$ cat src/design/lrp_pkg.sv
/*
  Constants and types of the two-wire register port of a nine-channel LED driver.
  Assumes one 10 MHz clock; the bus pins are sampled, never used as clocks.
*/
// Behaviour
// RULE1: Data line changes only while the serial clock is low.
// RULE2: Falling data with clock high is START; rising data is STOP.
// RULE3: Only the controller makes START and STOP, repeated START allowed.
// RULE4: Bus busy from START to STOP; repeated START restarts address reception.
// RULE5: Bytes are eight bits, most significant first, then an acknowledge bit.
// RULE6: Device pulls data low in the ninth pulse after each received byte.
// RULE7: Controller clocks the acknowledge pulse and releases data for it.
// RULE8: Controller leaves the last read byte unacknowledged.
// RULE9: First byte is seven-bit address plus direction, 0 write, 1 read.
// RULE10: Write sends register index, then data stored at that index.
// RULE11: Own address from strap pin: 32h-35h, alternate version 42h-45h.
// RULE12: Device also answers broadcast address 40h always.
// RULE13: Broadcast reads are valid only when all devices agree.
// RULE14: Address acknowledged only on match; otherwise data line released.
// RULE15: Index advances by one after each acknowledged written data byte.
// RULE16: Read: write index, repeated START with read bit, device returns byte.
// RULE17: Controller acknowledge advances index and sends next byte; nack ends read.
// RULE18: Auto-increment on after reset; cleared by enable bit in register 2Fh.
// RULE19: With auto-increment off the index stays the same across bytes.
package lrp_pkg;

  // ==========================================================
  // Addresses and register map
  localparam logic [6:0] BCAST_ADDR = 7'h40;
  localparam logic [6:0] BASE_ADDR  = 7'h32;
  localparam logic [6:0] ALT_ADDR   = 7'h42;
  localparam logic [7:0] GEN_SET    = 8'h2F;
  localparam int         STEP_BIT   = 0;
  localparam logic [7:0] GEN_RST    = 8'h01;
  localparam logic [7:0] STEP_ONE   = 8'h01;

  // ==========================================================
  // Pin sample vector layout and timing
  localparam int         PIN_SCL    = 0;
  localparam int         PIN_SDA    = 1;
  localparam int         PIN_ALT    = 2;
  localparam int         PIN_STRAP  = 3;
  localparam logic [3:0] BYTE_BITS  = 4'h8;
  localparam logic [3:0] LAST_BIT   = 4'h7;
  localparam logic [1:0] LD_CYC     = 2'h2;
  localparam logic [1:0] CAP_DONE   = 2'h3;

  // ==========================================================
  // Types
  typedef enum logic [2:0] {
    ST_IDLE = 3'h0,
    ST_RX   = 3'h1,
    ST_ACK  = 3'h3,
    ST_TX   = 3'h2,
    ST_MACK = 3'h6
  } lrp_state_t;

  typedef enum logic [1:0] {
    K_ADDR  = 2'h0,
    K_INDEX = 2'h1,
    K_DATA  = 2'h2
  } lrp_kind_t;

  typedef struct packed {
    logic [7:0] addr;
    logic [7:0] data;
  } lrp_wr_t;

  typedef struct packed {
    logic [4:0] s1;
    logic [4:0] s2;
    logic       scl_p;
    logic       sda_p;
    lrp_state_t state;
    lrp_kind_t  kind;
    logic [3:0] bit_cnt;
    logic [7:0] sr;
    logic       rw;
    logic       mack;
    logic       wrote;
    logic [7:0] index;
    logic [7:0] settings;
    logic       sda_oe;
    logic       scl_oe;
    logic       busy;
    logic [1:0] ld;
    logic       rd_req;
    logic [6:0] own;
    logic [1:0] cap;
    lrp_wr_t    out;
    logic       out_v;
    lrp_wr_t    skid;
    logic       skid_v;
  } lrp_regs_t;

endpackage

$ cat src/design/lrp_top.sv
/*
  Two-wire target port: framing, address match, index handling, write buffer,
  read fetch and the general settings register.
  Assumes the register file answers rd_data one cycle after rd_req and
  that the serial clock low phase lasts at least six mclk cycles.
*/
`timescale 1ns/100ps
module lrp_top
(
  input  wire logic           mclk,
  input  wire logic           arst_n,
  input  wire logic           scl_i,
  output logic                scl_o,
  output logic                scl_oe,
  input  wire logic           sda_i,
  output logic                sda_o,
  output logic                sda_oe,
  input  wire logic [1:0]     addr_strap,
  input  wire logic           alt_version,
  output logic                wr_valid,
  input  wire logic           wr_ready,
  output lrp_pkg::lrp_wr_t    wr_word,
  output logic                rd_req,
  output logic [7:0]          rd_addr,
  input  wire logic [7:0]     rd_data,
  output logic [7:0]          general_settings,
  output logic                busy
);

  // ==========================================================
  // State
  lrp_pkg::lrp_regs_t q;
  lrp_pkg::lrp_regs_t d;

  logic       scl;
  logic       sda;
  logic       rise_w;
  logic       fall_w;
  logic       start_w;
  logic       stop_w;
  logic       match_w;
  logic       full_w;
  logic       pop_w;
  logic       byte_w;
  logic [7:0] step_w;

  // ==========================================================
  // Pin edges, seen on the second sync stage only
  assign scl     = q.s2[lrp_pkg::PIN_SCL];
  assign sda     = q.s2[lrp_pkg::PIN_SDA];
  assign rise_w  = scl & ~q.scl_p;
  assign fall_w  = ~scl & q.scl_p;
  assign start_w = scl & q.scl_p & q.sda_p & ~sda;   // see RULE2
  assign stop_w  = scl & q.scl_p & ~q.sda_p & sda;   // see RULE2

  assign match_w = (q.sr[7:1] == q.own) ||          // see RULE11
                   (q.sr[7:1] == lrp_pkg::BCAST_ADDR); // see RULE12
  assign full_w  = q.out_v & q.skid_v;
  assign pop_w   = q.out_v & wr_ready;
  // Byte complete: on the falling edge, or still waiting while we stretch
  assign byte_w  = (q.bit_cnt == lrp_pkg::BYTE_BITS) && (fall_w || q.scl_oe);
  assign step_w  = q.settings[lrp_pkg::STEP_BIT] ? lrp_pkg::STEP_ONE : 8'h00; // see RULE18

  // ==========================================================
  // Next state
  always_comb
  begin
    logic [7:0] tx_byte;
    tx_byte = (q.index == lrp_pkg::GEN_SET) ? q.settings : rd_data;
    d = q;
    d.rd_req = 1'b0;
    d.s1 = {addr_strap, alt_version, sda_i, scl_i};
    d.s2 = q.s1;
    d.scl_p = scl;
    d.sda_p = sda;

    // Strap caught once after reset release, after the syncs have filled
    if (q.cap != lrp_pkg::CAP_DONE)
    begin
      d.cap = q.cap + 2'h1;
      d.own = (q.s2[lrp_pkg::PIN_ALT] ? lrp_pkg::ALT_ADDR : lrp_pkg::BASE_ADDR)
              + {5'h00, q.s2[lrp_pkg::PIN_STRAP +: 2]};   // see RULE11
    end

    // Two-entry write buffer, drain side
    if (pop_w)
    begin
      if (q.skid_v)
      begin
        d.out = q.skid;
        d.skid_v = 1'b0;
      end
      else
      begin
        d.out_v = 1'b0;
      end
    end

    if (start_w)
    begin
      // Repeated START behaves like the first one
      d.state = lrp_pkg::ST_RX;                        // see RULE4
      d.kind = lrp_pkg::K_ADDR;                        // see RULE9
      d.bit_cnt = 4'h0;
      d.busy = 1'b1;                                   // see RULE4
      d.sda_oe = 1'b0;
      d.scl_oe = 1'b0;
      d.ld = 2'h0;
      d.wrote = 1'b0;
    end
    else if (stop_w)
    begin
      d.state = lrp_pkg::ST_IDLE;
      d.busy = 1'b0;                                   // see RULE4
      d.sda_oe = 1'b0;
      d.scl_oe = 1'b0;
      d.ld = 2'h0;
      d.wrote = 1'b0;
    end
    else
    begin
      case (q.state)
        lrp_pkg::ST_IDLE:
        begin
          d.sda_oe = 1'b0;
        end

        lrp_pkg::ST_RX:
        begin
          if (rise_w && q.bit_cnt != lrp_pkg::BYTE_BITS)
          begin
            d.sr = {q.sr[6:0], sda};                   // see RULE5
            d.bit_cnt = q.bit_cnt + 4'h1;
          end
          else if (byte_w)
          begin
            case (q.kind)
              lrp_pkg::K_ADDR:
              begin
                if (match_w)
                begin
                  d.rw = q.sr[0];                      // see RULE9
                  d.sda_oe = 1'b1;                     // see RULE6
                  d.state = lrp_pkg::ST_ACK;
                end
                else
                begin
                  d.state = lrp_pkg::ST_IDLE;          // see RULE14
                end
              end
              lrp_pkg::K_INDEX:
              begin
                d.index = q.sr;                        // see RULE10
                d.sda_oe = 1'b1;                       // see RULE6
                d.state = lrp_pkg::ST_ACK;
              end
              default:
              begin
                // Buffer full: hold the clock low rather than drop the byte
                if (full_w)
                begin
                  d.scl_oe = 1'b1;
                end
                else
                begin
                  if (q.out_v && !pop_w)
                  begin
                    d.skid = '{addr: q.index, data: q.sr}; // see RULE10
                    d.skid_v = 1'b1;
                  end
                  else if (q.out_v)
                  begin
                    if (q.skid_v)
                    begin
                      d.skid = '{addr: q.index, data: q.sr};
                      d.skid_v = 1'b1;
                    end
                    else
                    begin
                      d.out = '{addr: q.index, data: q.sr};
                      d.out_v = 1'b1;
                    end
                  end
                  else
                  begin
                    d.out = '{addr: q.index, data: q.sr};
                    d.out_v = 1'b1;
                  end
                  if (q.index == lrp_pkg::GEN_SET)
                  begin
                    d.settings = q.sr;                 // see RULE18
                  end
                  d.wrote = 1'b1;
                  d.sda_oe = 1'b1;                     // see RULE6
                  d.state = lrp_pkg::ST_ACK;
                end
              end
            endcase
          end
        end

        lrp_pkg::ST_ACK:
        begin
          // Clock let go a cycle after the acknowledge is on the line
          if (q.scl_oe)
          begin
            d.scl_oe = 1'b0;                           // see RULE1
          end
          if (fall_w)
          begin
            d.sda_oe = 1'b0;                           // see RULE1
            d.bit_cnt = 4'h0;
            if (q.wrote)
            begin
              d.index = q.index + step_w;              // see RULE15
              d.wrote = 1'b0;                          // see RULE19
            end
            if (q.rw && q.kind == lrp_pkg::K_ADDR)
            begin
              d.state = lrp_pkg::ST_TX;                // see RULE16
              d.kind = lrp_pkg::K_DATA;
              d.ld = lrp_pkg::LD_CYC;
              d.rd_req = 1'b1;
            end
            else
            begin
              d.state = lrp_pkg::ST_RX;
              d.kind = (q.kind == lrp_pkg::K_ADDR) ? lrp_pkg::K_INDEX : lrp_pkg::K_DATA;
            end
          end
        end

        lrp_pkg::ST_TX:
        begin
          if (q.ld != 2'h0)
          begin
            d.ld = q.ld - 2'h1;
            if (q.ld == 2'h1)
            begin
              d.sr = tx_byte;                          // see RULE16
              d.sda_oe = ~tx_byte[7];                  // see RULE5
              d.bit_cnt = 4'h0;
            end
          end
          else if (fall_w)
          begin
            if (q.bit_cnt == lrp_pkg::LAST_BIT)
            begin
              d.sda_oe = 1'b0;
              d.state = lrp_pkg::ST_MACK;
            end
            else
            begin
              d.sr = {q.sr[6:0], 1'b0};
              d.sda_oe = ~q.sr[6];                     // see RULE1
              d.bit_cnt = q.bit_cnt + 4'h1;
            end
          end
        end

        lrp_pkg::ST_MACK:
        begin
          if (rise_w)
          begin
            d.mack = ~sda;
          end
          else if (fall_w)
          begin
            if (q.mack)
            begin
              d.index = q.index + step_w;              // see RULE17
              d.ld = lrp_pkg::LD_CYC;
              d.rd_req = 1'b1;
              d.state = lrp_pkg::ST_TX;
            end
            else
            begin
              d.state = lrp_pkg::ST_IDLE;              // see RULE17
            end
          end
        end

        default:
        begin
          d.state = lrp_pkg::ST_IDLE;
        end
      endcase
    end
  end

  // ==========================================================
  // Registers
  always_ff @(posedge mclk or negedge arst_n)
  begin
    if (!arst_n)
    begin
      q <= '0;
      q.settings <= lrp_pkg::GEN_RST;                  // see RULE18
    end
    else
    begin
      q <= d;
    end
  end

  // ==========================================================
  // Outputs; low data level only through the enables
  assign scl_o = 1'b0;
  assign sda_o = 1'b0;
  assign scl_oe = q.scl_oe;
  assign sda_oe = q.sda_oe;
  assign wr_valid = q.out_v;
  assign wr_word = q.out;
  assign rd_req = q.rd_req;
  assign rd_addr = q.index;
  assign general_settings = q.settings;
  assign busy = q.busy;
endmodule

$ cat config.mk
export PLATFORM = sky130hd
export DESIGN_NAME = lrp_top
export DESIGN_NICKNAME = d
export VERILOG_FILES = /design/src/design/lrp_pkg.sv /design/src/design/lrp_top.sv
export SDC_FILE = /design/constraint.sdc
export NUM_CORES = 1
export LEC_CHECK = 0
export ABC_AREA = 0
export BUFFER_PORTS_ARGS = -buffer_cell sky130_fd_sc_hd__buf_2
export CELL_PAD_IN_SITES_DETAIL_PLACEMENT = 0
export CELL_PAD_IN_SITES_GLOBAL_PLACEMENT = 1
export CORE_ASPECT_RATIO = 1.5
export CORE_UTILIZATION = 46
export DETAILED_ROUTE_END_ITERATION = 8
export MAX_ROUTING_LAYER = met4
export PLACE_DENSITY_LB_ADDON = 0.25
export SLEW_MARGIN = 20
export SYNTH_ARGS = -nofsm -noshare
export SYNTH_HDL_FRONTEND = slang
export SYNTH_SLANG_ARGS = --single-unit
$ cat constraint.sdc
create_clock -name mclk -period 2.15 [get_ports mclk]
set_input_delay 0 -clock mclk [delete_from_list [all_inputs] [get_ports mclk]]
set_output_delay 0 -clock mclk [all_outputs]
set_load 0.02 [all_outputs]
## Word level (Yosys, flattened, before mapping)

Index checks and enable logic that the tools add are counted.

| operators by class | value |
|---|---|
| add/subtract/negate cells | 5 |
| equal/unequal tests | 50 |
| mux-type cells | 95 |
| bitwise operators | 20 |
| reduce and logical (&&, ||, !) cells | 35 |

Operators with widths:

| operator | count |
|---|---|
| 34-bit 2-to-1 mux | 7 |
| 17-bit 2-to-1 mux | 7 |
| 4-bit != test, second input constant | 18 |
| 8-bit 2-to-1 mux | 8 |
| 12-bit 2-to-1 mux | 5 |
| 3-bit 2-to-1 mux | 14 |
| 19-bit 2-to-1 mux | 2 |
| 9-bit 2-to-1 mux | 4 |
| 16-bit 2-to-1 mux | 2 |
| 7-bit AND reduction | 4 |
| 1-bit 2-to-1 mux | 25 |
| 8-bit case mux with 3 select lines | 1 |
| 2-bit != test, second input constant | 10 |
| 3-bit != test, second input constant | 6 |
| 8-bit case mux with 2 select lines | 1 |
| 8-bit AND reduction | 2 |
| 5-bit != test, second input constant | 3 |
| 3-bit case mux with 5 select lines | 1 |
| 2-bit 2-to-1 mux | 7 |
| 2-bit nonzero test | 7 |
| 4-bit case mux with 3 select lines | 1 |
| 1-bit inverter | 11 |
| 11-bit AND reduction | 1 |
| 10-bit AND reduction | 1 |
| 39 further kinds | 57 |

| word-level totals | value |
|---|---|
| register bits after elaboration | 97 |
| input port bits | 16 |
| output and inout port bits | 39 |
| word-level logic and storage cells | 231 |

## Longest topological paths before layout

Gate-level depths: netlist of run 1.

| depth | value |
|---|---|
| word-level depth | 12 |
| mapped depth | 9 |
| mapped depth without buffers | 8 |

## Worst setup path after synthesis of run 1

Ideal clock, no wire load.

| timing | value |
|---|---|
| path kind | reg-to-reg |
| start point | register q[76] (netlist bit) |
| end point | register q, in the netlist general_settings[1] |
| library setup time | 0.125 ns |
| arrival time | 1.833 ns |
| required time | 2.025 ns |
| slack | 0.192 ns |
| stages on the path, launching flop included | 9 |
| path buffers | 1 |
| period minus slack after synthesis | 1.958 ns |
| path through | dfrtp_1 -> inv_1 -> ha_1 -> and3b_1 -> o211ai_2 -> nor3b_2 -> and3_1 -> buf_4 -> mux2_2 |

| on the way | value |
|---|---|
| cells in the longest elaborated chain, start to end | 4 |
| elaborated cells on any way between the ends | 6 |
| classes of those cells | 2 x eq/ne; 1 x bitwise; 3 x reduce/logical |

Ends and longest elaborated chain:

| item | line | RTL |
|---|---|---|
| start, declared | lrp_top.sv:32 | `lrp_pkg::lrp_regs_t q;` |
| 4-bit != test | lrp_top.sv:130 | `if (rise_w && q.bit_cnt != lrp_pkg::BYTE_BITS)` |
| 1-bit logical AND | lrp_top.sv:130 |  |
| 1-bit inverter (no source line) | n/a |  |
| 8-bit AND reduction (no source line) (*) | n/a |  |

Mark *: on every way between the ends. The rest lies on a longest branch, timed or not.
A chain may end at the register's enable or synchronous reset.

## Worst setup path in the final report of run 1

| timing | value |
|---|---|
| start point | register q[76] (netlist bit) |
| end point | register q, in the netlist rd_addr[3] |

| on the way | value |
|---|---|
| cells in the longest elaborated chain, start to end | 4 |
| elaborated cells on any way between the ends | 7 |
| classes of those cells | 4 x eq/ne; 3 x reduce/logical |

Ends and longest elaborated chain:

| item | line |
|---|---|
| 4-bit != test / 4-bit equality test (equally long branches) | lrp_top.sv:130, lrp_top.sv:61 |
| 1-bit logical AND (on tied branches) | lrp_top.sv:130, lrp_top.sv:61 |
| 2-bit != test (no source line) | n/a |
| 11-bit AND reduction (no source line) (*) | n/a |

Marks and branches as above.

==> metrics.md, run 1 <==
| Metric | Value |
|---|---|
| Fillers | `~1000` |
| Setup TNS | `0 ns` |
| Worst Path Max Fanout | `4` |
| Die Y-Extent | `between 100 and 150 um` |
| Synth area leaders | `dfrtp_1 (47%), buf_4 (5.5%), mux2i_1 (5.4%), mux2_2 (4.5%), nand2_1 (4.5%)` |
| Cell Rows | `46` |
| Hold WC Path Type | `input pin to flop` |
| Io pins | `55` |
| Gr usage total | `between 20% and 30%` |
| RSZ-0062 raised after global routing | `yes` |
| Finished Layout Cells | `713` |
| Share of the synthesized area in the top cell type | `between 40% and 50%` |
| Critical R2R Launch | `q[76]` |
| Core Region | `approximately 0.011 mm2` |
| Clock Latency Late Sink | `between 0.3 and 0.4 ns` |
| Largest net degree at the start of global routing | `45` |
| Avg WL per Cell | `about 16 um` |
| List of most frequent post-synthesis cells | `dfrtp_1 (94), nand2_1 (60), o21ai_0 (41)` |
| Tcrit/Tclk final | `a little over nine tenths` |
| Mapped Cells | `a little over 500` |
| Crit-path cells | `inv_2 > ha_4 > and3b_2 > o211ai_4 > buf_6 > a2111oi_4 > buf_4 > nand2_2 > a22o_1` |
| Actual slew at the worst max-slew pin | `between 0.6 and 0.7 ns` |
| Residual DRC | `0` |
| Die width | `87.2 um` |
| CP endpoint kind | `flop` |
| Share of post-route cells with drive strength above 1 | `roughly 28%` |
| PwrDens | `1090 mW/mm2` |
| Crit start category | `flop` |
| Leak | `approximately 0.0028 uW` |
| Ys Warns | `0` |
| Worst R2R Path Depth | `9` |
| Area growth, synth to finish | `17.2%` |
| DPL Wire Length | `roughly 8100 um` |
| Final Max Slew Viols | `0` |
| Hold Fails Final Rpt | `0` |
| Max Clock Skew | `roughly 0.011 ns` |
| Starting Density | `~47%` |
| Mean Syn Cell Area | `9.86 um2` |
| Crit path kind | `flop to flop` |
| Crit path from | `q[76]` |
| Post-synthesis sequential area ratio | `a little under half` |
| Count of cell types in the netlist | `65` |
| Global-route wire length before repair | `18300 um` |
| Max-cap violations | `0` |
| Depth of the worst hold-timing path | `5` |
| DR vias | `3769` |
| Clock transition at the registers of the reported paths | `about 0.07 ns` |
| Critical path required time | `2.38 ns` |
| Main synth FF type | `dfrtp_1` |
| Max-slew headroom | `between 50% and 60%` |
| Clock Sinks | `95` |
| Wire length on met2 | `around 6000 um` |
| Fmax | `around 470 MHz` |
| FF+latch count, synth | `95` |
| Pre-Repair DR Iteration Count | `4` |
| WL final | `between 10000 and 15000 um` |
| EDFF count, synth | `0` |
| Data arrival time of the critical path | `roughly 2.4 ns` |
| Vias in the first global route | `between 3000 and 4000` |
| Antenna cells | `0` |
| CTS tree | `yes` |
| WL met3 | `~320 um` |
| Yosys top cell by area | `dfrtp_1` |
| Met1 WL | `4830 um` |
| Initial DRC Count | `189` |
| Initial antenna violation count | `0` |
| Clock Path Buffers | `2` |
| H-Tree Depth | `3` |
| RD Place Congestion | `0.910` |
| HP Start | `rd_data[7]` |
| Critical path's slowest cell | `a2111oi_4` |
| Setup violators final | `0` |
| Number of cells after detailed placement | `roughly 680` |
| Via-to-Cell Ratio | `around 5.3` |
| Core Util, Final | `between 50% and 60%` |
| Port Buffers | `between 50 and 60` |
| Critical Path Max Stage Delay | `0.46 ns` |
| Status | `finished clean` |
| Root Buffer | `clkbuf_16` |
| # nets final | `587` |
| Most frequent cell after synthesis | `dfrtp_1` |
| Cell Area, Synth | `~0.005 mm2` |
| Post-layout minimum cycle time | `2.12 ns` |
| Die area | `about 0.011 mm2` |
| Final ANT Viol Nets | `0` |
| Synth async-reset ratio | `100%` |
| GRT overflow | `0` |
| DR top layer | `met4` |
| CTS Buf Count | `9` |
| VDD IR max | `between 0.6 and 0.7 mV` |
## through the flow
stage	setup slack (ns)	hold slack, ns	power [uW]	instance area (um2)
final	0.0291	0.0980	6420	5870
after detailed placement	0.0339	0.0359	4660	5380
after CTS	0.0195	0.0861	6320	5750
after global placement	0.108	0.0350	4620	5380
after global routing	-0.0680	0.110	6810	5870
after floorplan	0.192	-0.296	4000	5010
## path summary, 6_finish.rpt
| path | slack, ns | endpoint |
|---|---|---|
| hold / removal | 0.1 | q[75] |
| setup / recovery | 0.03 | rd_addr[3] |
| max in group asynchronous | 1.31 | q[13] |
| hold reg to reg | 0.36 | q[90] |
| setup reg to reg | 0.03 | rd_addr[3] |
| min in group asynchronous | 0.19 | q[3] |
## registers in the layout (all words and copies together), names as in the netlist, named ones only
signal	flops
q	50
busy	1
d	7
rd_req	1
wr_valid	1
rd_addr	8
sda_oe	1
scl_oe	1
wr_word	16
general_settings	8
## where the power goes
group	internal, uW	total, uW	switching (uW)
Sequential	2090	2460	365
Combinational	1060	2340	1280
Clock	919	1630	708
## metal layers
metal	vias to the layer above	track usage (%)
met5	-	-
met4	0	8.87
met3	23	3.80
met2	82	37.7
met1	1807	25.4
li1	1857	-
## layout by cell type, fill, tap and decap left out, types with 3 or more instances in the layout
cell           instances
buf_4                 41
xor2_1                 4
nor2b_1                5
mux2_2                20
nor2_2                 4
a22o_1                 4
nand3_1               10
nor3b_1                3
inv_6                  4
ha_1                   6
dlygate4sd3_1          7
dfrtp_1               94
o21ai_0               41
a211oi_1               4
nand2_1               59
a21oi_1               34
nand2b_1               5
clkbuf_16              9
o21ai_1                4
buf_12                 3
nor3_1                 4
a22oi_1                3
and3_1                 5
buf_2                 52
nor2_1                37
inv_1                  9
nand4_1                3
a31oi_1                7
mux2i_1               27
buf_6                  3
## kinds of logic after synthesis
| group | synth area share [%] |
|---|---|
| buffers and inverters | 8.79 |
| XOR/XNOR | 1.37 |
| AND/OR/NAND/NOR | 15.3 |
| flip-flops | 47.5 |
| other | 0.0748 |
| adder cells (fa/ha/maj) | 1.75 |
| multiplexers | 9.89 |
| AO/OA/AOI/OAI | 15.4 |
## layout make-up
type	count	area [um2]	area share, %
repair buffers	106	732	12.5
clock buffers	10	229	3.90
well taps	144	180	3.07
clock inverters	6	72.6	1.24
flip-flops and latches	95	2380	40.5
inverters	11	41.3	0.703
multi-input cells	341	2240	38.1
## critical path: cells and delay by family, from the launching register on
kind            cells  cell delay (ns)
flops               1             0.40
compound gates      3             0.75
buf+inv             3             0.46
fa+ha+maj           1             0.12
simple gates        2             0.27
## what timing repair did
| item | 4_1_cts | 5_1_grt |
|---|---|---|
| hold buffers | 7 | 0 |
| hold endpoints to repair | 47 | 0 |
| resized for setup | 0 | 14 |
| buffers inserted | 0 | 8 |
| setup endpoints to repair | 0 | 18 |
Power figures use the tool's default switching activity.
==> run 2, diff against run 1 <==
--- a/config.mk
+++ b/config.mk
@@ -7,10 +7,12 @@
 export LEC_CHECK = 0
 export ABC_AREA = 0
 export BUFFER_PORTS_ARGS = -buffer_cell sky130_fd_sc_hd__buf_2
+export CAP_MARGIN = 20
 export CELL_PAD_IN_SITES_DETAIL_PLACEMENT = 0
 export CELL_PAD_IN_SITES_GLOBAL_PLACEMENT = 1
 export CORE_ASPECT_RATIO = 1.5
-export CORE_UTILIZATION = 46
+export CORE_UTILIZATION = 47
+export CTS_BUF_LIST = sky130_fd_sc_hd__clkbuf_8
 export DETAILED_ROUTE_END_ITERATION = 8
 export MAX_ROUTING_LAYER = met4
 export PLACE_DENSITY_LB_ADDON = 0.25
==> constraint.sdc (replaced) <==
create_clock -name mclk -period 2.15 [get_ports mclk]
set_input_delay 0 -clock mclk [delete_from_list [all_inputs] [get_ports mclk]]
set_output_delay 0 -clock mclk [all_outputs]
set_load 0.005 [all_outputs]
==> run 2 against run 1 <==
Total power shrank 9.7%. Register-to-register slack gained 0.03 ns. First-iteration DRC count shrank 23%. Sequential cell count is the same. Die area shrank 2.1%. Core utilization grew 0.39 points. Via count grew 2.3%. Largest power group unchanged.
==> metrics.md, run 2 (synthesis gave the netlist of run 1 again) <==
| Metric | Value |
|---|---|
| Die width | `about 86 um` |
| CP endpoint kind | `flop` |
| VDD IR max | `between 0.5 and 0.6 mV` |
| CTS Buf Count | `9` |
| DP Worst Slack | `0.00520 ns` |
| Io pins | `55` |
| RSZ-0062 raised after global routing | `no` |
| Most used cell along the critical path | `buf_4` |
| H-Tree Depth | `3` |
| Avg WL per Cell | `roughly 16 um` |
| Max Clock Skew | `approximately 0.015 ns` |
| Leak | `0.00275 uW` |
| Initial antenna violation count | `0` |
| Clock transition at the registers of the reported paths | `~0.1 ns` |
| RD Place Congestion | `around 0.95` |
| Largest net degree at the start of global routing | `56` |
| WL final | `around 12000 um` |
| Vias in the first global route | `between 3000 and 4000` |
| Worst path bufs/invs | `4` |
| Critical path's slowest cell | `dfrtp_2` |
| Crit path from | `q[83]` |
| PwrDens | `1010 mW/mm2` |
| # nets final | `586` |
| Starting Density | `roughly half` |
| Top reg by flops | `q` |
| Final Max Slew Viols | `0` |
| Core Region | `0.0102 mm2` |
| Crit-path leading delay family | `buffers and inverters` |
| Port Buffers | `52` |
| Crit-path cells | `buf_4 > nor2b_1 > buf_4 > nand2_2 > a21oi_2 > a2111oi_4 > buf_4 > buf_4 > nand2_1 > a22o_1` |
| Cell Rows | `between 40 and 50` |
| Post-layout minimum cycle time | `around 2.1 ns` |
| Depth of the worst hold-timing path | `4` |
| Most common library cell in the layout ignoring fill and taps | `dfrtp_1` |
| Worst Path Max Fanout | `7` |
| Worst hold slack | `approximately 0.063 ns` |
| Hold WC Path Type | `input pin to flop` |
| Via-to-Cell Ratio | `5.44` |
| Critical path required time | `around 2.4 ns` |
| Fmax | `about 480 MHz` |
| Max FFs per register | `50` |
| Hold Fails Final Rpt | `0` |
| Die Y-Extent | `between 100 and 150 um` |
| Clock Latency Late Sink | `about 0.37 ns` |
| Worst R2R End | `rd_addr[3]` |
| Status | `finished clean` |
| Clock Sinks | `95` |
| Initial DRC Count | `~150` |
| Setup violators final | `0` |
| Most frequent cells in the layout | `dfrtp_1 (93), nand2_1 (59), buf_2 (51)` |
| GRT overflow | `0` |
| Crit start category | `flop` |
| Max-cap violations | `0` |
| Data arrival time of the critical path | `2.35 ns` |
| Global-route wire length before repair | `about 20000 um` |
| Crit path kind | `flop to flop` |
| WP depth | `10` |
| Final ANT Viol Nets | `0` |
| Gr usage total | `between 20% and 30%` |
| CTS tree | `yes` |
| DPL Wire Length | `~8500 um` |
| Setup slack, reg-to-reg | `0.06 ns` |
| Share of post-route cells with drive strength above 1 | `between 20% and 30%` |
| Actual slew at the worst max-slew pin | `roughly 0.55 ns` |
| Residual DRC | `0` |
| Pre-Repair DR Iteration Count | `4` |
| Max-slew headroom | `63.5%` |
| Clock Path Buffers | `2` |
| Root Buffer | `clkbuf_8` |
| Worst R2R Path Depth | `10` |
| Area growth, synth to finish | `14.2%` |
| Setup TNS | `0 ns` |
| Antenna cells | `0` |
| Tcrit/Tclk final | `a little over nine tenths` |
| Critical R2R Launch | `q[83]` |
| HP Start | `rd_data[4]` |
| Crit path to | `rd_addr[3]` |
| DR vias | `3856` |
| Critical Path Max Stage Delay | `0.47 ns` |
| Die area | `0.0111 mm2` |
| Final worst slack | `between 0.06 and 0.07 ns` |
[run 2: worst min-delay path by stage]
stage	slack (ns)	endpoint
after CTS	0.05	q[71]
after global placement	0.02	wr_word[2]
final	0.06	q[72]
after floorplan	-0.30	async pin
after detailed placement	0.02	wr_word[4]
after global routing	0.09	q[72]
[run 2: metal layers]
metal | up-vias | GRT usage [%] | part of all wire, %
li1 | 1846 | - | -
met1 | 1926 | 28.4 | 43
met4 | 0 | 9.41 | 1.4
met5 | - | - | 0
met3 | 17 | 3.08 | 2.5
met2 | 67 | 40.4 | 53
[run 2: cell type report]
type                    instances  area [um2]
fillers                       939        4530
flip-flops and latches         95        2380
multi-input cells             341        2230
repair buffers                105         714
well taps                     141         176
clock buffers                  10         138
clock inverters                 6        43.8
inverters                      11        41.3
[run 2: through the flow]
stage                     power (uW)  cells  utilization, %  cell area (um2)
final                           5800    709            55.8             5720
after detailed placement        4570    681            52.5             5380
after global routing            6200    709            55.8             5720
after floorplan                 3850    509               -             5010
after global placement          4530    681            52.5             5380
after CTS                       5700    704            54.9             5630
[run 2: power breakdown]
part	total (uW)	switching [uW]	internal (uW)
combinational	2280	1210	1070
sequential	2420	326	2090
clock	1100	643	458
[run 2: worst reg2reg max path: cells and delay by family (launching register included)]
| kind | cells | cell delay (ns) |
|---|---|---|
| AOI/OAI and AO/OA | 3 | 0.60 |
| and+or+nand+nor | 3 | 0.30 |
| buffers and inverters | 4 | 0.62 |
| DFF | 1 | 0.47 |
[run 2: timing repair]
item,4_1_cts,5_1_grt
buffers inserted,0,5
setup endpoints to repair,0,57
resized for setup,0,14
hold endpoints to repair,46,0
hold buffers,7,0
